`src/rtl/flash_seq_consts.vh`:
```
// Constants for the flash table access sequencer.
`ifndef FLASH_SEQ_CONSTS_VH
`define FLASH_SEQ_CONSTS_VH
`define ADDR_PTR_LOW 4'h0
`define ADDR_PTR_HIGH 4'h1
`define ADDR_PTR_UPPER 4'h2
`define ADDR_LATCH 4'h3
`define ADDR_CONTROL 4'h4
`define ADDR_UNLOCK 4'h5
`define ADDR_STATUS 4'h6
`define ADDR_OP 4'h7
`define BIT_PSEL 7
`define BIT_CSEL 6
`define BIT_ERASE 4
`define BIT_ABORT 3
`define BIT_ALLOW 2
`define BIT_GO 1
`define BIT_DONE 0
`define UNLOCK_FIRST 8'h55
`define UNLOCK_SECOND 8'hAA
`define OP_NONE 2'h0
`define OP_POSTINC 2'h1
`define OP_POSTDEC 2'h2
`define OP_PREINC 2'h3
`define OP_FETCH_BIT 2
`define OP_LOAD_BIT 3
`define CTRL_RESET 8'h00
`define TIMED_US 2000
`define CLK_MHZ 40
`define TIMED_CYCLES (`TIMED_US * `CLK_MHZ)
`endif

```
`src/rtl/flash_table_access_sequencer.v`:
```
// Flash table access sequencer: pointer, latch, holding registers and timed erase/program.
`timescale 1ns/1ps
`include "flash_seq_consts.vh"

module flash_table_access_sequencer #(
  parameter TIMED_CYCLES = `TIMED_CYCLES
) (
  // Clock and reset.
  input wire CLK_SYS_I,
  input wire RESETN_I,
  // Interrupted-cycle reset cause, from the reset controller on this clock.
  input wire CYCLE_ABORT_I,
  // Register port.
  input wire [3:0] ADDR_I,
  input wire [7:0] WDATA_I,
  input wire WR_I,
  input wire RD_I,
  output reg [7:0] RDATA_O,
  // Flash array port: 16-bit words, word address is pointer bits 21..1.
  output reg [20:0] FLASH_WORD_ADDR_O,
  input wire [15:0] FLASH_RDATA_I,
  output reg FLASH_ERASE_O,
  output reg FLASH_PROG_O,
  output reg [63:0] FLASH_WDATA_O,
  // Core stall.
  output reg STALL_O,
  output reg DONE_FLAG_O
);

  localparam ST_IDLE = 3'b001;
  localparam ST_ERASE = 3'b010;
  localparam ST_PROG = 3'b100;

  reg [21:0] ptr_reg;
  reg [7:0] latch_reg;
  reg [7:0] hold_reg [0:7];
  reg psel_reg;
  reg csel_reg;
  reg erase_en_reg;
  reg allow_reg;
  reg abort_reg;
  reg done_reg;
  reg [1:0] unlock_reg;
  reg [2:0] state_reg;
  reg [31:0] timer_reg;
  reg fetch_pend_reg;
  reg fetch_hi_reg;
  reg [7:0] rdata_next;
  reg [21:0] ptr_next;
  reg [21:0] ptr_access;
  integer i;

  // Steps keep bit 21 so a run of fetches never wanders between spaces.
  function [21:0] step_ptr;
    input [21:0] p;
    input up;
    begin
      step_ptr = {p[21], up ? p[20:0] + 21'h000001 : p[20:0] - 21'h000001};
    end
  endfunction

  // Register port decode; at most one strobe is high in any cycle.
  wire ptr_low_wr = WR_I && (ADDR_I == `ADDR_PTR_LOW);
  wire ptr_high_wr = WR_I && (ADDR_I == `ADDR_PTR_HIGH);
  wire ptr_upper_wr = WR_I && (ADDR_I == `ADDR_PTR_UPPER);
  wire latch_wr = WR_I && (ADDR_I == `ADDR_LATCH);
  wire ctrl_wr = WR_I && (ADDR_I == `ADDR_CONTROL);
  wire unlock_wr = WR_I && (ADDR_I == `ADDR_UNLOCK);
  wire status_wr = WR_I && (ADDR_I == `ADDR_STATUS);
  wire busy = (state_reg != ST_IDLE);

  // The core is stalled during a timed cycle, so table operations are dropped then.
  wire op_wr = WR_I && (ADDR_I == `ADDR_OP) && !busy;
  wire fetch_op = op_wr && WDATA_I[`OP_FETCH_BIT];
  wire load_op = op_wr && !WDATA_I[`OP_FETCH_BIT] && WDATA_I[`OP_LOAD_BIT];

  // The go write must carry allow and program select itself: the unlock pair has to come
  // right before it and leaves no room for a separate write of those bits.
  wire go_req = ctrl_wr && WDATA_I[`BIT_GO];
  wire go_ok = go_req && (unlock_reg == 2'h2) && WDATA_I[`BIT_ALLOW] && WDATA_I[`BIT_PSEL] &&
               !busy;
  wire erase_go = go_ok && WDATA_I[`BIT_ERASE];
  wire prog_go = go_ok && !WDATA_I[`BIT_ERASE];

  // The timer is loaded with the full count at launch and ends the cycle when it reaches one.
  wire timer_end = busy && (timer_reg == 32'h00000001);
  wire erase_done = timer_end && (state_reg == ST_ERASE);
  wire prog_done = timer_end && (state_reg == ST_PROG);

  reg [21:0] ptr_stepped;
  reg [1:0] unlock_next;
  reg done_next;
  reg [2:0] state_next;
  reg [31:0] timer_next;

  // Pointer stepping for the table operations.
  always @* begin
    ptr_access = ptr_reg;
    ptr_stepped = ptr_reg;
    if (op_wr) begin
      case (WDATA_I[1:0])
        `OP_POSTINC: begin
          ptr_stepped = step_ptr(ptr_reg, 1'b1);
        end
        `OP_POSTDEC: begin
          ptr_stepped = step_ptr(ptr_reg, 1'b0);
        end
        `OP_PREINC: begin
          ptr_access = step_ptr(ptr_reg, 1'b1);
          ptr_stepped = ptr_access;
        end
        default: begin
          ptr_stepped = ptr_reg;
        end
      endcase
    end
  end

  // Byte writes from software replace the matching slice of the pointer.
  always @* begin
    ptr_next = ptr_stepped;
    if (ptr_low_wr) begin
      ptr_next[7:0] = WDATA_I;
    end
    if (ptr_high_wr) begin
      ptr_next[15:8] = WDATA_I;
    end
    if (ptr_upper_wr) begin
      ptr_next[21:16] = WDATA_I[5:0];
    end
  end

  always @(posedge CLK_SYS_I) begin
    if (!RESETN_I) begin
      ptr_reg <= 22'h000000;
    end else begin
      ptr_reg <= ptr_next;
    end
  end

  // Any other write in between drops the sequence, so a stray store cannot arm the go bit.
  always @* begin
    unlock_next = unlock_reg;
    if (unlock_wr && (WDATA_I == `UNLOCK_FIRST)) begin
      unlock_next = 2'h1;
    end else if (unlock_wr && (WDATA_I == `UNLOCK_SECOND) && (unlock_reg == 2'h1)) begin
      unlock_next = 2'h2;
    end else if (WR_I) begin
      unlock_next = 2'h0;
    end
  end

  always @(posedge CLK_SYS_I) begin
    if (!RESETN_I) begin
      unlock_reg <= 2'h0;
    end else begin
      unlock_reg <= unlock_next;
    end
  end

  // The array answers a word address in the same cycle it is presented, and the address is registered, so the byte is
  // picked one cycle after the fetch.
  always @(posedge CLK_SYS_I) begin
    if (!RESETN_I) begin
      latch_reg <= 8'h00;
      fetch_pend_reg <= 1'b0;
      fetch_hi_reg <= 1'b0;
    end else begin
      fetch_pend_reg <= fetch_op;
      if (fetch_op) begin
        fetch_hi_reg <= ptr_access[0];
      end
      if (latch_wr) begin
        latch_reg <= WDATA_I;
      end
      if (fetch_pend_reg) begin
        latch_reg <= fetch_hi_reg ? FLASH_RDATA_I[15:8] : FLASH_RDATA_I[7:0];
      end
    end
  end

  // Holding registers return to the erased level after each block is programmed.
  always @(posedge CLK_SYS_I) begin
    if (!RESETN_I) begin
      for (i = 0; i < 8; i = i + 1) begin
        hold_reg[i] <= 8'hFF;
      end
    end else if (prog_done) begin
      for (i = 0; i < 8; i = i + 1) begin
        hold_reg[i] <= 8'hFF;
      end
    end else if (load_op) begin
      hold_reg[ptr_access[2:0]] <= latch_reg;
    end
  end

  // Selects and the abort flag have no reset value on purpose: they survive a reset so that
  // software can trace an interrupted cycle afterwards.
  always @(posedge CLK_SYS_I) begin
    if (!RESETN_I) begin
      if (busy && CYCLE_ABORT_I) begin
        abort_reg <= 1'b1;
      end
    end else if (ctrl_wr) begin
      psel_reg <= WDATA_I[`BIT_PSEL];
      csel_reg <= WDATA_I[`BIT_CSEL];
      if (!WDATA_I[`BIT_ABORT]) begin
        abort_reg <= 1'b0;
      end
    end
  end

  always @(posedge CLK_SYS_I) begin
    if (!RESETN_I) begin
      erase_en_reg <= 1'b0;
      allow_reg <= 1'b0;
    end else begin
      if (ctrl_wr) begin
        erase_en_reg <= WDATA_I[`BIT_ERASE];
        allow_reg <= WDATA_I[`BIT_ALLOW];
      end
      if (erase_done) begin
        erase_en_reg <= 1'b0;
      end
    end
  end

  // Completion wins over a clear in the same cycle, so a finished cycle is never lost.
  always @* begin
    done_next = done_reg;
    if (status_wr && !WDATA_I[`BIT_DONE]) begin
      done_next = 1'b0;
    end
    if (timer_end) begin
      done_next = 1'b1;
    end
  end

  always @(posedge CLK_SYS_I) begin
    if (!RESETN_I) begin
      done_reg <= 1'b0;
      DONE_FLAG_O <= 1'b0;
    end else begin
      done_reg <= done_next;
      DONE_FLAG_O <= done_next;
    end
  end

  // Sequencer: one timed state per kind of long write.
  always @* begin
    state_next = state_reg;
    timer_next = timer_reg;
    case (state_reg)
      ST_IDLE: begin
        if (erase_go) begin
          state_next = ST_ERASE;
          timer_next = TIMED_CYCLES;
        end else if (prog_go) begin
          state_next = ST_PROG;
          timer_next = TIMED_CYCLES;
        end
      end
      ST_ERASE, ST_PROG: begin
        timer_next = timer_reg - 32'h00000001;
        if (timer_end) begin
          state_next = ST_IDLE;
        end
      end
      default: begin
        state_next = ST_IDLE;
        timer_next = 32'h00000000;
      end
    endcase
  end

  always @(posedge CLK_SYS_I) begin
    if (!RESETN_I) begin
      state_reg <= ST_IDLE;
      timer_reg <= 32'h00000000;
    end else begin
      state_reg <= state_next;
      timer_reg <= timer_next;
    end
  end

  // The stall follows the next state, so it rises with the start pulse and falls on the
  // edge that returns the sequencer to idle.
  always @(posedge CLK_SYS_I) begin
    if (!RESETN_I) begin
      STALL_O <= 1'b0;
      FLASH_ERASE_O <= 1'b0;
      FLASH_PROG_O <= 1'b0;
    end else begin
      STALL_O <= (state_next != ST_IDLE);
      FLASH_ERASE_O <= erase_go;
      FLASH_PROG_O <= prog_go;
    end
  end

  // One address port serves fetches and long writes; they never meet, as fetches stop while busy.
  always @(posedge CLK_SYS_I) begin
    if (!RESETN_I) begin
      FLASH_WORD_ADDR_O <= 21'h000000;
      FLASH_WDATA_O <= 64'h0000000000000000;
    end else if (fetch_op) begin
      // Bit 21 rides along on the address so the array maps config space.
      FLASH_WORD_ADDR_O <= ptr_access[21:1];
    end else if (erase_go) begin
      FLASH_WORD_ADDR_O <= {ptr_reg[21:6], 5'h00};
    end else if (prog_go) begin
      FLASH_WORD_ADDR_O <= {ptr_reg[21:3], 2'h0};
      FLASH_WDATA_O <= {hold_reg[7], hold_reg[6], hold_reg[5], hold_reg[4],
                        hold_reg[3], hold_reg[2], hold_reg[1], hold_reg[0]};
    end
  end

  always @* begin
    case (ADDR_I)
      `ADDR_PTR_LOW: rdata_next = ptr_reg[7:0];
      `ADDR_PTR_HIGH: rdata_next = ptr_reg[15:8];
      `ADDR_PTR_UPPER: rdata_next = {2'h0, ptr_reg[21:16]};
      `ADDR_LATCH: rdata_next = latch_reg;
      `ADDR_CONTROL: rdata_next = {psel_reg, csel_reg, 1'b0, erase_en_reg, abort_reg, allow_reg,
                                   busy, 1'b0};
      `ADDR_STATUS: rdata_next = {7'h00, done_reg};
      `ADDR_UNLOCK: rdata_next = 8'h00;
      default: rdata_next = 8'h00;
    endcase
  end

  // Read data is zero outside the answer cycle, so idle bus cycles carry no stale value.
  always @(posedge CLK_SYS_I) begin
    if (!RESETN_I) begin
      RDATA_O <= 8'h00;
    end else if (RD_I) begin
      RDATA_O <= rdata_next;
    end else begin
      RDATA_O <= 8'h00;
    end
  end

endmodule

```
`config.mk`:
```
export PLATFORM = sky130hd
export DESIGN_NAME = flash_table_access_sequencer
export DESIGN_NICKNAME = d
export VERILOG_FILES = /design/src/rtl/flash_table_access_sequencer.v
export VERILOG_INCLUDE_DIRS = /design/src /design/src/rtl
export SDC_FILE = /design/constraint.sdc
export NUM_CORES = 1
export LEC_CHECK = 0
export ABC_AREA = 1
export BUFFER_PORTS_ARGS = -buffer_cell sky130_fd_sc_hd__buf_4
export CORE_MARGIN = 4
export CORE_UTILIZATION = 39
export CTS_BUF_LIST = sky130_fd_sc_hd__clkbuf_2 sky130_fd_sc_hd__clkbuf_4 sky130_fd_sc_hd__clkbuf_8
export CTS_CLUSTER_SIZE = 40
export DETAILED_ROUTE_END_ITERATION = 8
export GPL_TIMING_DRIVEN = 1
export MAX_ROUTING_LAYER = met4
export SYNTH_ARGS = -nofsm -noshare
export SYNTH_HDL_FRONTEND = slang
export SYNTH_SLANG_ARGS = --single-unit
```
`constraint.sdc`:
```
create_clock -name CLK_SYS_I -period 2.1 [get_ports CLK_SYS_I]
set_clock_uncertainty 0.1 [all_clocks]
set_input_delay 0 -clock CLK_SYS_I [delete_from_list [all_inputs] [get_ports CLK_SYS_I]]
set_output_delay 0 -clock CLK_SYS_I [all_outputs]
set_load 0.005 [all_outputs]
```
==> metrics <==
outcome=complete, no violations; Top delay family on crit path=buffers and inverters; Crit Path Class=in -> reg; most frequent CP cell=buf_4; Final Slew Violations=0; total congestion overflow=0; number of I/O port buffers=129; post-route minimum period=2.04 ns; layout cells sized above 1=0.252; Synth Register Bits=235; vias per cell=5.17; Worst EP arrival=2.35 ns; vias=11.1k; Core Footprint=27900 sq um; critical path peak fanout=26; largest net degree at the start of global routing=68; Post-Syn Nets=1486; Sw Ratio=0.237; post-synth top area cell=dfxtp_1; Routed Antenna Nets=0; RSZ-0062 raised after global routing=yes; Starting Density=0.397; worst vdd ir=0.351 mV; r2r setup slk=0.07 ns; clock share of power=0.458; FF+latch area=5380 sq um; GRT Total Usage=0.232; post-DP HPWL=27000 um; die area=31100 sq um; area delta synth->final=35.3%; Tcrit/Tclk final=0.972; Distinct cells, synth=43; measured slew at the worst slew-check pin=0.516 ns; antenna cells=0; Die X=176 um; Vert. Die Dim=176 um; Slew headroom=0.654; Setup TNS=0 ns; sequential fraction of design power=0.471; PwrDens=666 nW/um^2; IO Pins=130; DRC=0; Max-Cap Viols=0; Root Driver=clkbuf_8; Syn Inst Count=1449; switching power=2.37 mW; Iteration-0 DRC Markers=784; Comb pwr share=0.071; Final setup viols=0; Main synth FF type=dfxtp_1; multi-input logic area=5180 sq um; TritonRoute pass-1 iters=5; wire length of the first global-routing pass=56500 um; CP endpoint kind=flop; CP max stage cell=dlygate4sd3_1; largest cells by area after synthesis=dfxtp_1 30%, edfxtp_1 18%, nor2_1 9.2%, nand2_1 7.5%, nand3_1 6.6%; Hold Violations, Final=0; crit path launch type=primary input; # fillers=2724; crit path cell chain=dlygate4sd3_1, buf_4, inv_1, buf_4, buf_4, a21oi_1, dlygate4sd3_1; P_int=7.62 mW; Final Util=0.538; Max Clock Freq=490 MHz; Final #Nets=1778; worst path bufs/invs=6; initial antenna violation count=0; CTS tree=built; Synth top area share=0.304; Yosys warnings=0; Post-Route WL=36400 um; most used standard cell by instance count after synthesis=nor2_1; worst min path class=in -> reg; clk buf depth=3; Max stage delay on crit path=0.57 ns; Clk Latency, worst-skew pair=0.54 ns; routed length per instance=16.9 um; Req. time, crit path=2.41 ns; Post-Syn Area=11100 sq um; Synth top cells by count=270 x nor2_1, 220 x nand2_1, 168 x dfxtp_1; synthesized area per cell=7.64 sq um; vias in the first global route=10.4k; CTS H-tree lvls=2; EDFF count, synth=67; GPL Wtd Cong=0.982; Num CTS Buffers=42; post-synthesis sequential area ratio=0.486; # rows=61; clk slew on worst S/H paths=0.06 ns; LEAKAGE=5.98 nW; FFs w/ async S/R, synth=0; Sink Count=235
## worst reg2reg max path: cells and delay by family, from the launching register on
kind                   cells  cell delay [ns]
and+or+nand+nor            5             0.70
buffers and inverters      3             0.42
DFF                        1             0.35
AOI/OAI and AO/OA          1             0.19
## per-stage QoR
stage | hold WS (ns) | worst slack, ns | total power, mW | instance area, sq um | cells
after floorplan | -0.00113 | 0.000549 | 5.14 | 11100 | 1449
after global placement | 0.126 | -0.100 | 5.41 | 13300 | 2024
after detailed placement | 0.125 | -0.103 | 5.41 | 13300 | 2024
after CTS | 0.00375 | 0.00421 | 10.1 | 14600 | 2142
after global routing | 0.0884 | -0.0649 | 10.3 | 15000 | 2151
final | 0.0589 | 0.0596 | 9.98 | 15000 | 2151
## worst paths after layout
check                              from                           end  cells past startpoint
max                            RESETN_I    unlock_reg[0]$_SDFFE_PN0P_                      7
max reg2reg     state_reg[0]$_SDFF_PN1_  hold_reg[5][6]$_SDFFCE_PN1P_                      9
min reg2reg  unlock_reg[1]$_SDFFE_PP0P_    unlock_reg[1]$_SDFFE_PP0P_                      2
min                           ADDR_I[3]     fetch_pend_reg$_SDFF_PN0_                      8
## cell type report
| type | instances | area share |
|---|---|---|
| Clock buffer | 63 | 0.0533 |
| Sequential cell | 235 | 0.359 |
| Clock inverter | 13 | 0.00760 |
| Multi-Input combinational cell | 1024 | 0.346 |
| Inverter | 126 | 0.0316 |
| Timing Repair Buffer | 312 | 0.171 |
| Tap cell | 378 | 0.0316 |
## power by group through the flow
stage | sequential [mW] | clock, mW | combinational [mW]
global placement | 4.80 | 0 | 0.612
detailed placement | 4.80 | 0 | 0.614
global route | 4.70 | 4.87 | 0.766
finish | 4.70 | 4.58 | 0.705
floorplan | 4.79 | 0 | 0.359
CTS | 4.70 | 4.69 | 0.669
## per-layer routing
metal | wire length (um) | track usage | part of all wire | vias up
li1 | - | - | - | 5461
met1 | 15900 | 0.308 | 0.44 | 5128
met2 | 16700 | 0.369 | 0.46 | 438
met3 | 2700 | 0.0379 | 0.074 | 90
met4 | 1170 | 0.0693 | 0.032 | 0
met5 | 0 | - | 0 | -
## repair_timing
item	CTS	global route
hold endpoints to repair	72	0
gates resized for setup	8	84
pin swaps	1	17
endpoints found under the setup margin	51	164
hold buffers	42	0
buffers inserted	0	10
## cell usage in the layout (no fill, tap or decap), types with 7 or more instances in the layout
master / netlist / final
edfxtp_1: 67 / 67
o21ai_0: 135 / 129
nor2_2: 11 / 17
buf_6: 5 / 8
o22ai_1: 38 / 38
clkinv_1: 9 / 12
a31oi_1: 9 / 9
nor3_1: 19 / 16
clkbuf_8: 0 / 52
buf_4: 6 / 256
inv_1: 112 / 110
nor2_1: 270 / 258
nand2_1: 220 / 201
dfxtp_1: 168 / 163
clkinv_2: 0 / 7
nand2_4: 0 / 9
nor2_4: 6 / 12
o21ai_1: 6 / 9
nand3_2: 2 / 15
or2_2: 10 / 10
nand2_2: 2 / 12
inv_2: 5 / 7
xor2_1: 13 / 11
clkbuf_4: 0 / 11
nand3_1: 145 / 131
dlygate4sd3_1: 0 / 41
a21oi_1: 75 / 75
nand4_1: 22 / 22
## logic make-up after synthesis
kind of cell    synth area share
simple gates               0.284
compound gates             0.141
flops                      0.486
buf+inv                   0.0720
xor+xnor                  0.0127
fa+ha+maj                0.00452
Note: power is estimated with default switching activity, not from simulation.
